### config.mk
export PLATFORM = sky130hd
export DESIGN_NAME = cwl_loader
export DESIGN_NICKNAME = d
export VERILOG_FILES = /design/src/cwl_word1_decode.v /design/src/cwl_loader.v
export VERILOG_INCLUDE_DIRS = /design/src
export SDC_FILE = /design/constraint.sdc
export NUM_CORES = 1
export LEC_CHECK = 0
export BUFFER_PORTS_ARGS = -buffer_cell sky130_fd_sc_hd__buf_2
export CAP_MARGIN = 20
export CORE_ASPECT_RATIO = 1.5
export CORE_MARGIN = 5
export CORE_UTILIZATION = 57
export CTS_BUF_LIST = sky130_fd_sc_hd__clkbuf_4 sky130_fd_sc_hd__clkbuf_8 sky130_fd_sc_hd__clkbuf_16
export DETAILED_ROUTE_END_ITERATION = 16
export HOLD_SLACK_MARGIN = 0.06
export PLACE_DENSITY = 0.85
export SYNTH_ARGS = -nofsm -noshare
export SYNTH_HDL_FRONTEND = slang
export SYNTH_HIERARCHICAL = 1
export SYNTH_SLANG_ARGS = --single-unit
### constraint.sdc
create_clock -name CORE_CLK -period 5.5 [get_ports CORE_CLK]
set_input_delay 1.1 -clock CORE_CLK [delete_from_list [all_inputs] [get_ports CORE_CLK]]
set_output_delay 1.1 -clock CORE_CLK [all_outputs]
set_load 0.01 [all_outputs]
### src/cwl_regs.vh
// Notes on behaviour
// RULE1: programmed configuration bit reads 0, unprogrammed bit reads 1.
// RULE2: configuration bits appear from table address f80000 upward.
// RULE3: addresses 800000 to ffffff answer only table reads and writes.
// RULE4: configuration registers are volatile and copied from flash on every reset.
// RULE5: reload happens on every reset source, not just power-up.
// RULE6: word 1 sits at abfe (small) or 157fe (large); others lower, even.
// RULE7: upper byte of each word carries no configuration and has no effect.
// RULE8: erased last page clears words, so protection turns on at next load.
// RULE9: word 1 bits 23 to 16 always read as one.
// RULE10: bit 15 is reserved; software programs it as zero.
// RULE11: bit 14 high enables the boundary-scan port.
// RULE12: bit 13 low protects all program memory.
// RULE13: bit 12 low blocks every program memory write.
// RULE14: bit 11 low makes the device leave reset in debug mode.
// RULE15: bit 10 high keeps retention regulator off; low gives firmware control.
// RULE16: bits 9-8 pick emulator pin pair: 11 pair1, 10 pair2, 01 pair3.
// RULE17: bit 7 high standard watchdog, low windowed; windowed never with mode 00.
// RULE18: watchdog mode 11 always runs; software enable ignored.
// RULE19: watchdog mode 10 follows the software enable.
// RULE20: watchdog mode 01 runs only in run mode; software enable ignored.
// RULE21: watchdog mode 00 disables the watchdog.
// RULE22: bit 4 high prescale 1:128, low 1:32.
// RULE23: bits 3-0 select postscale 1:2^n.
// RULE24: hold core and units in reset until all words are latched.
`ifndef CWL_REGS_VH
`define CWL_REGS_VH
`define CWL_CFG_BASE 24'hf80000
`define CWL_CFG_SPACE_LO 24'h800000
`define CWL_WORD1_SMALL 24'h00abfe
`define CWL_WORD1_LARGE 24'h0157fe
`define CWL_WORD_STEP 24'h000002
`define CWL_NUM_WORDS 3'h4
`define CWL_LAST_WORD 2'h3
`define CWL_ERASED 24'hffffff
`define CWL_UNIMP_HI 8'hff
`define CWL_BIT_SCAN 14
`define CWL_BIT_CP 13
`define CWL_BIT_WP 12
`define CWL_BIT_DBG 11
`define CWL_BIT_REG 10
`define CWL_ICS_HI 9
`define CWL_ICS_LO 8
`define CWL_BIT_WIN 7
`define CWL_WDM_HI 6
`define CWL_WDM_LO 5
`define CWL_BIT_PSA 4
`define CWL_PS_HI 3
`define CWL_PS_LO 0
`define CWL_WDM_ALWAYS 2'h3
`define CWL_WDM_SW 2'h2
`define CWL_WDM_RUN 2'h1
`define CWL_WDM_OFF 2'h0
`define CWL_ICS_PAIR1 2'h3
`define CWL_ICS_PAIR2 2'h2
`define CWL_ICS_PAIR3 2'h1
`define CWL_PRE_128 8'h80
`define CWL_PRE_32 8'h20
`endif

### src/cwl_word1_decode.v
`timescale 1ns/1ps
`default_nettype none
`include "cwl_regs.vh"
module cwl_word1_decode (
  // latched word 1
  input wire [23:0] word,
  // firmware / mode
  input wire sw_wdt_en,
  input wire retention_enable,
  input wire in_sleep,
  // decoded
  output wire scan_en,
  output wire code_prot,
  output wire write_blk,
  output wire debug_boot,
  output wire reg_on,
  output wire [2:0] pin_pair,
  output wire window_en,
  output wire wdt_run,
  output wire [7:0] prescale,
  output wire [15:0] postscale
);
  wire [1:0] wdm;
  wire [1:0] emulator_pin_select;
  assign wdm = word[`CWL_WDM_HI:`CWL_WDM_LO];
  assign emulator_pin_select = word[`CWL_ICS_HI:`CWL_ICS_LO];
  assign scan_en = word[`CWL_BIT_SCAN]; // RULE11
  assign code_prot = ~word[`CWL_BIT_CP]; // RULE12
  assign write_blk = ~word[`CWL_BIT_WP]; // RULE13
  assign debug_boot = ~word[`CWL_BIT_DBG]; // RULE14
  assign reg_on = ~word[`CWL_BIT_REG] & retention_enable; // RULE15
  // reserved code 00 routes to no pair
  assign pin_pair = {emulator_pin_select == `CWL_ICS_PAIR3, emulator_pin_select == `CWL_ICS_PAIR2,
                     emulator_pin_select == `CWL_ICS_PAIR1}; // RULE16
  // windowed mode forced off with mode 00 so a bad image cannot arm it
  assign window_en = ~word[`CWL_BIT_WIN] & (wdm != `CWL_WDM_OFF); // RULE17
  assign wdt_run = (wdm == `CWL_WDM_ALWAYS) | // RULE18
                   ((wdm == `CWL_WDM_SW) & sw_wdt_en) | // RULE19
                   ((wdm == `CWL_WDM_RUN) & ~in_sleep); // RULE20 RULE21
  assign prescale = word[`CWL_BIT_PSA] ? `CWL_PRE_128 : `CWL_PRE_32; // RULE22
  assign postscale = 16'h0001 << word[`CWL_PS_HI:`CWL_PS_LO]; // RULE23
endmodule
`default_nettype wire

### src/cwl_loader.v
`timescale 1ns/1ps
`default_nettype none
`include "cwl_regs.vh"
module cwl_loader (
  // clock and reset
  input wire CORE_CLK,
  input wire NRST,
  // reset controller: any reset source, level high while asserted
  input wire DEV_RESET,
  input wire LARGE_MEM,
  // flash read port, one cycle latency
  output reg [23:0] FLASH_ADDR,
  output reg FLASH_RD,
  input wire [23:0] FLASH_DATA,
  // table access into configuration space
  input wire TBL_RD,
  input wire [23:0] TBL_ADDR,
  output reg [23:0] TBL_RDATA,
  input wire FETCH_VALID,
  input wire [23:0] FETCH_ADDR,
  output reg FETCH_CFG_BLOCK,
  // firmware / mode
  input wire SW_WDT_EN,
  input wire RETENTION_EN,
  input wire IN_SLEEP,
  // reset sequencing
  output reg HOLD_RESET,
  output reg LOAD_DONE,
  // decoded configuration
  output reg SCAN_EN,
  output reg CODE_PROT,
  output reg WRITE_BLK,
  output reg DEBUG_BOOT,
  output reg REG_ON,
  output reg [2:0] PIN_PAIR,
  output reg WINDOW_EN,
  output reg WDT_RUN,
  output reg [7:0] PRESCALE,
  output reg [15:0] POSTSCALE
);
  localparam ST_IDLE = 2'h0;
  localparam ST_READ = 2'h1;
  localparam ST_DONE = 2'h2;
  reg [1:0] st_q;
  reg [1:0] idx_q;
  reg pend_q;
  reg [23:0] words_q [0:3];
  wire [23:0] word1_img;
  wire scan_en;
  wire code_prot;
  wire write_blk;
  wire debug_boot;
  wire reg_on;
  wire [2:0] pin_pair;
  wire window_en;
  wire wdt_run;
  wire [7:0] prescale;
  wire [15:0] postscale;
  wire [23:0] base;
  wire [23:0] tbl_off;
  // ==========================================
  // load sequencer
  assign base = LARGE_MEM ? `CWL_WORD1_LARGE : `CWL_WORD1_SMALL; // RULE6
  always @(posedge CORE_CLK or negedge NRST) begin
    if (!NRST) begin
      st_q <= ST_IDLE;
      idx_q <= 2'h0;
      pend_q <= 1'b0;
      FLASH_ADDR <= 24'h000000;
      FLASH_RD <= 1'b0;
      HOLD_RESET <= 1'b1;
      LOAD_DONE <= 1'b0;
    end else begin
      pend_q <= FLASH_RD;
      if (DEV_RESET) begin
        // every reset source restarts the copy
        st_q <= ST_READ; // RULE4 RULE5
        idx_q <= 2'h0;
        FLASH_ADDR <= base;
        FLASH_RD <= 1'b1;
        HOLD_RESET <= 1'b1; // RULE24
        LOAD_DONE <= 1'b0;
        pend_q <= 1'b0;
      end else begin
        case (st_q)
          ST_IDLE: begin
            st_q <= ST_READ;
            FLASH_ADDR <= base;
            FLASH_RD <= 1'b1;
          end
          ST_READ: begin
            if (pend_q) begin
              if (idx_q == `CWL_LAST_WORD) begin
                st_q <= ST_DONE;
                FLASH_RD <= 1'b0;
              end else begin
                idx_q <= idx_q + 2'h1;
                FLASH_ADDR <= FLASH_ADDR - `CWL_WORD_STEP; // RULE6
                FLASH_RD <= 1'b1;
              end
            end else begin
              FLASH_RD <= 1'b0;
            end
          end
          ST_DONE: begin
            HOLD_RESET <= 1'b0; // RULE24
            LOAD_DONE <= 1'b1;
          end
          default: begin
            st_q <= ST_IDLE;
          end
        endcase
      end
    end
  end
  // ==========================================
  // volatile configuration copies
  genvar gi;
  generate
    for (gi = 0; gi < `CWL_NUM_WORDS; gi = gi + 1) begin : g_word
      always @(posedge CORE_CLK or negedge NRST) begin
        if (!NRST) begin
          // unprogrammed state reads as ones
          words_q[gi] <= `CWL_ERASED; // RULE1
        end else if (st_q == ST_READ && pend_q && !DEV_RESET && idx_q == gi) begin
          // an erased page yields zeros, so protection turns on by itself
          words_q[gi] <= FLASH_DATA; // RULE4 RULE8
        end
      end
    end
  endgenerate
  // upper byte is ignored and read back as ones
  assign word1_img = {`CWL_UNIMP_HI, words_q[0][15:0]}; // RULE7 RULE9
  // ==========================================
  // word 1 decode
  cwl_word1_decode u_dec (
    .word(word1_img),
    .sw_wdt_en(SW_WDT_EN),
    .retention_enable(RETENTION_EN),
    .in_sleep(IN_SLEEP),
    .scan_en(scan_en),
    .code_prot(code_prot),
    .write_blk(write_blk),
    .debug_boot(debug_boot),
    .reg_on(reg_on),
    .pin_pair(pin_pair),
    .window_en(window_en),
    .wdt_run(wdt_run),
    .prescale(prescale),
    .postscale(postscale)
  );
  // outputs stay safe (protected, watchdog off) until the load is done
  always @(posedge CORE_CLK or negedge NRST) begin
    if (!NRST) begin
      SCAN_EN <= 1'b0;
      CODE_PROT <= 1'b1;
      WRITE_BLK <= 1'b1;
      DEBUG_BOOT <= 1'b0;
      REG_ON <= 1'b0;
      PIN_PAIR <= 3'h0;
      WINDOW_EN <= 1'b0;
      WDT_RUN <= 1'b0;
      PRESCALE <= `CWL_PRE_32;
      POSTSCALE <= 16'h0001;
    end else if (DEV_RESET || st_q != ST_DONE) begin
      // a restart falls back to the safe set, so the old image never rules a reload
      SCAN_EN <= 1'b0;
      CODE_PROT <= 1'b1; // RULE24
      WRITE_BLK <= 1'b1; // RULE24
      DEBUG_BOOT <= 1'b0;
      REG_ON <= 1'b0;
      PIN_PAIR <= 3'h0;
      WINDOW_EN <= 1'b0;
      WDT_RUN <= 1'b0;
      PRESCALE <= `CWL_PRE_32;
      POSTSCALE <= 16'h0001;
    end else begin
      SCAN_EN <= scan_en; // RULE11
      CODE_PROT <= code_prot; // RULE12
      WRITE_BLK <= write_blk; // RULE13
      DEBUG_BOOT <= debug_boot; // RULE14
      REG_ON <= reg_on; // RULE15
      PIN_PAIR <= pin_pair; // RULE16
      WINDOW_EN <= window_en; // RULE17
      WDT_RUN <= wdt_run; // RULE18 RULE19 RULE20 RULE21
      PRESCALE <= prescale; // RULE22
      POSTSCALE <= postscale; // RULE23
    end
  end
  // ==========================================
  // table read into configuration space
  assign tbl_off = TBL_ADDR - `CWL_CFG_BASE;
  always @(posedge CORE_CLK or negedge NRST) begin
    if (!NRST) begin
      TBL_RDATA <= `CWL_ERASED;
      FETCH_CFG_BLOCK <= 1'b0;
    end else begin
      // ordinary fetches never reach configuration space
      FETCH_CFG_BLOCK <= FETCH_VALID && FETCH_ADDR >= `CWL_CFG_SPACE_LO; // RULE3
      if (TBL_RD) begin
        if (TBL_ADDR >= `CWL_CFG_BASE && tbl_off[23:3] == 21'h0 && !tbl_off[0]) begin
          TBL_RDATA <= (tbl_off[2:1] == 2'h0) ? word1_img
                       : {`CWL_UNIMP_HI, words_q[tbl_off[2:1]][15:0]}; // RULE2 RULE3
        end else begin
          TBL_RDATA <= `CWL_ERASED; // RULE1
        end
      end
    end
  end
endmodule
`default_nettype wire

* Word level (Yosys, flattened, before mapping)
Index checks and enable logic that the tools add are counted.
** Storage, ports and cells
- Register bits :: 187
- Memories kept :: 0
- Word-level logic and storage cells :: 122
- Input port bits :: 81
- Output and inout bits :: 86
- Bits in latches :: 0
- Memory bits (writable) :: 0
- Bits in read-only memories :: 0
** Cells by class
- Equality and inequality tests :: 17
- Reductions and logical operators :: 24
- Magnitude comparators :: 3
- $add $sub $neg :: 3
- Div/mod/pow operators :: 0
- Muxes and demuxes :: 38
- Bitwise logic cells :: 13
- Shift-type cells :: 1
- Multipliers :: 0
** Operators by type and width (number)
- 16-bit 2-to-1 mux :: 5
- 24-bit 2-to-1 mux :: 3
- 24-bit binary-select mux with 2-bit select :: 1
- 24-bit >= comparator (second input constant) :: 2
- 24-bit one-hot mux with 2 select lines :: 1
- 24-bit by 2-bit subtractor with 24-bit output (second input constant) :: 1
- 24-bit subtractor (second input constant) :: 1
- 21-bit zero test :: 1
- 17-bit 2-to-1 mux :: 1
- 8-bit 2-to-1 mux :: 2
- 1-bit by 4-bit left shift with 16-bit output (first input constant) :: 1
- 1-bit 2-to-1 mux :: 15
- 2-bit == test (second input constant) :: 7
- 2-bit 2-to-1 mux :: 7
- 1-bit logical AND :: 9
- 3-bit != test (second input constant) :: 3
- 3-bit AND reduction :: 3
- 2-bit by 1-bit == test with 1-bit output (second input constant) :: 4
- 2-bit nonzero test :: 4
- 2-bit zero test :: 3
- 2-bit != test (second input constant) :: 3
- 1-bit inverter :: 6
- 2-bit one-hot mux with 3 select lines :: 1
- 1-bit bitwise AND :: 4
- other kinds (9) :: 11

* Longest topological paths before layout
- Depth after elaboration :: 7
- Depth in mapped cells :: 8
- Gate-level depth less buffers :: 6

* Hierarchy
The synthesis kept the hierarchy.
** By module, submodules not included
- cwl_loader :: cells an instance 463, area an instance 6329.8 um2, sequential area each 3759.9 um2, instances 1
- cwl_word1_decode :: cells an instance 44, area an instance 250.2 um2, sequential area each 0.0 um2, instances 1

* Worst setup path before layout
OpenSTA, ideal clock, no wires.
- Path type :: input to register
- From :: input TBL_ADDR[1]
- To :: register TBL_RDATA[10]
- Path slack :: 2685 ps
- Setup time :: 80 ps
- Data arrival time :: 2735 ps
- Path buffers :: 2
- Stages on the path :: 4
- Required time :: 5420 ps
- Cell sequence :: clkbuf_1 buf_1 mux4_2 o22a_1
** On the way
- Cells in the longest elaborated chain, start to end :: 7
- Elaborated cells on any way between the ends :: 12
- Those cells by class :: add/sub (1); order compare (1); mux (5); bitwise (1); reduce/logical (4)
** RTL lines
- from (decl) :: RTL line cwl_loader.v:17 : input wire [23:0] TBL_ADDR,
- 24-bit subtractor (no source line)
- 2-bit inverter with 3-bit output (implied by the code) :: RTL line cwl_loader.v:203 : : {`CWL_UNIMP_HI, words_q[tbl_off[2:1]][15:0]};
- 24-bit binary-select mux with 2-bit select :: RTL line cwl_loader.v:203
- 16-bit 2-to-1 mux (implied by the code) (2 in series) :: RTL line cwl_loader.v:203
- 16-bit 2-to-1 mux :: RTL line cwl_loader.v:202 : TBL_RDATA <= (tbl_off[2:1] == 2'h0) ? word1_img
- 16-bit 2-to-1 mux * :: RTL line cwl_loader.v:201 : if (TBL_ADDR >= `CWL_CFG_BASE && tbl_off[23:3] == 21'h0 && !tbl_off[0]) begin
- to (signal assigned) :: RTL line cwl_loader.v:195 : TBL_RDATA <= `CWL_ERASED;
- to (signal assigned) :: RTL line cwl_loader.v:202
- to (signal assigned) :: RTL line cwl_loader.v:205 : TBL_RDATA <= `CWL_ERASED;
- to (decl) :: RTL line cwl_loader.v:18 : output reg [23:0] TBL_RDATA,
Mark *: on every way between the ends. The rest lies on a longest branch, timed or not. The select of a mux whose other input is x is not followed.
A chain may end at the register's enable or synchronous reset.

==> reports/qor.csv <==
metric,value,unit
clkSinkCount,146,
drtPass1Iterations,5,
worstMarginPinSlew,1020,ps
antenna_found_initial,0,
crit_type,in -> reg,
switching_share,23.6,%
status,finished clean,
ys_warn_count,6,
rrSetupSlack,2990,ps
htree_levels,4,
rsz0062_at_grt,no,
io_buffers,126,
drv_cap,0,
place_area,7260,µm²
period_needed,3260,ps
synth_ff_type,dfstp_2,
clk_pin_slew,60,ps
fillers,828,
share_comb_of_total_power,12.3,%
holdCritPathClass,reg -> reg,
min_path_cells,1,
seqPwrFrac,46.9,%
cts_buffer_depth,2,
crit_chain,"buf_2, or4b_2, nor4_1, nand4_1, o22a_1",
die_x,97.7,µm
cts_resized,0,
fmax,0.307,GHz
slowest_stage,nand4_1,
finalSetupTns,0,ps
netlist.area_leader.share,33.9,%
p_switching,718,µW
irDropWorstVdd,0.300,mV
hold_viol_final,0,
final_nets,714,
synthTopCellsByArea,"dfstp_2 (34%), dfrtp_1 (23%), mux2_2 (11%)",
grt_pass1_wl,24800,µm
pin_count,167,
syn-cell-area,6580,µm²
synth_cell_types,53,
clk_latency,410,ps
drc,0,
skew,8.26,ps
post-route-period-util,59.2,%
setup.worst_path.end_class,flop,
fp-row-count,48,
setup_viol,0,
postCtsHoldBufs,0,
p_int,2320,µW
synthCells,507,
ant_nets,0,
pwr_density_cell,383,nW/µm²
fin_area,7920,µm²
wl_per_cell,19.0,µm
grt_max_degree,92,
p_clk_share,40.8,%
hp-start,FLASH_ADDR[1],
grt-ovfl-total,0,
dieArea,13800,µm²
cts_tree,done,
synth_area_leader_cell,dfstp_2,
place_congestion,0.836,
min_delay_worst_endpoint,FLASH_ADDR[1],
cts_setup_buffers,0,
synth_seq_cells,146,
cp_max_fo,17,
initial_utilization,57.7,%
r2r-end,FLASH_ADDR[22],
synth_edf_count,0,
relSlewSlack,31.5,%
grt_pass1_vias,4868,
dieHeight,142,µm
crit_required,5830,ps
grt_usage,22.8,%
synth-seq-area-share,57.1,%
cp-start-kind,input port,
multiInputGateArea,2610,µm²
slew_violations,0,
cpPeakStageDelay,790,ps
synth_most_common_cell,dfstp_2,
r2r-start,FLASH_ADDR[12],
p_leak,0.00349,µW
synthTopCellsByCount,"dfstp_2 (85), mux2_2 (64), dfrtp_1 (61)",
ff2ff_path_depth,5,
numCtsBuffers,17,
root_buffer,clkbuf_16,
antenna_cells,0,
drt-vias-per-instance,5.65,
avgSynthCellArea,13.0,µm²
hpwl,10100,µm
drive_gt1_share,53.2,%
drtIter0Drc,252,
wl,15100,µm
worst_ep_arrival_time,3590,ps
seq_area,3760,µm²
num_vias,4469,
finalWorstSetupSlack,2240,ps
placeableCoreArea,11400,µm²
syn_to_final_growth,20.4,%
async_reset_ff_share,100,%
dpl_worst_slack,1820,ps
## metrics by stage
stage                     hold slack (ps)  instances  utilization, %  total power (µW)
after CTS                             522        791            69.4              3060
after global routing                  542        791            69.4              3170
after detailed placement              482        759            63.7              1810
final                                 527        791            69.4              3040
after global placement                484        759            63.7              1770
after floorplan                       489        519               -              1690
## power groups by stage
stage / Sequential, µW / Clock (µW) / Combinational [µW]
after floorplan: 1400 / 0 / 288
after global placement: 1420 / 0 / 353
after detailed placement: 1440 / 0 / 375
after CTS: 1420 / 1260 / 379
after global routing: 1440 / 1310 / 411
final: 1420 / 1240 / 374
## kinds of logic after synthesis
| group | count (synthesis) | share of synthesized area, % |
|---|---|---|
| AOI/OAI and AO/OA | 53 | 5.74 |
| xor gates and xnor gates | 13 | 1.73 |
| adders and majority gates | 5 | 0.951 |
| buffers and inverters | 52 | 4.03 |
| DFF | 146 | 57.1 |
| muxes | 80 | 16.4 |
| other | 3 | 0.171 |
| and+or+nand+nor | 155 | 13.8 |
## placed cells by master, fill, tap and decap left out, drive strengths merged, types with 2 or more instances in the layout
| cell | instances |
|---|---|
| or3 | 2 |
| nor3 | 14 |
| and3 | 2 |
| nand3 | 7 |
| nor3b | 2 |
| a21oi | 12 |
| nand4b | 2 |
| nand3b | 2 |
| a31oi | 4 |
| ha | 5 |
| bufinv | 2 |
| o21ai | 7 |
| clkbuf | 23 |
| xnor2 | 7 |
| dfstp | 85 |
| nand2b | 11 |
| nor4 | 12 |
| o22a | 17 |
| xor2 | 6 |
| nand2 | 16 |
| nor2b | 6 |
| dfrtp | 61 |
| inv | 13 |
| clkinv | 4 |
| clkinvlp | 2 |
| or4 | 2 |
| and2 | 33 |
| nand4 | 3 |
| conb | 15 |
| a41o | 2 |
| nor2 | 36 |
| o31ai | 3 |
| buf | 130 |
| mux4 | 16 |
| mux2 | 64 |
## worst max-delay path: cells and delay by family
kind	cells	cell delay [ps]
AOI/OAI and AO/OA	1	460
buffers and inverters	1	350
and+or+nand+nor	3	1670
## metal layers
layer,part of all wire (%),GRT usage [%]
met1,37,25.7
met5,0,0
met3,6.9,6.25
met2,54,40.9
met4,1.9,8.68
## worst max-delay path by stage
stage | cells after the start | endpoint | start | slack (ps)
2_1_floorplan | 4 | TBL_RDATA[10] | TBL_ADDR[1] | 2690
3_3_place_gp | 5 | TBL_RDATA[13] | TBL_RD | 1880
3_5_place_dp | 5 | TBL_RDATA[10] | TBL_RD | 1820
4_1_cts | 5 | TBL_RDATA[10] | TBL_RD | 2280
5_1_grt | 5 | TBL_RDATA[10] | TBL_RD | 2090
6_report | 5 | TBL_RDATA[10] | TBL_RD | 2240
## layout make-up
| class | instances | area share [%] |
|---|---|---|
| Tap cell | 150 | 2.37 |
| Multi-Input combinational cell | 321 | 32.9 |
| Inverter | 12 | 0.569 |
| Sequential cell | 146 | 47.5 |
| Clock buffer | 23 | 6.90 |
| Clock inverter | 9 | 1.41 |
| Timing Repair Buffer | 130 | 8.42 |
## registers in the layout (all words and copies together) (netlist names)
register / cells
POSTSCALE: 16
WRITE_BLK: 1
words_q: 48
word1_img: 16
PRESCALE: 8
TBL_RDATA: 16
st_q: 2
idx_q: 2
CODE_PROT: 1
REG_ON: 1
WINDOW_EN: 1
LOAD_DONE: 1
PIN_PAIR: 3
FETCH_CFG_BLOCK: 1
HOLD_RESET: 1
WDT_RUN: 1
FLASH_ADDR: 23
pend_q: 1
SCAN_EN: 1
FLASH_RD: 1
DEBUG_BOOT: 1
Power figures use the tool's default switching activity.
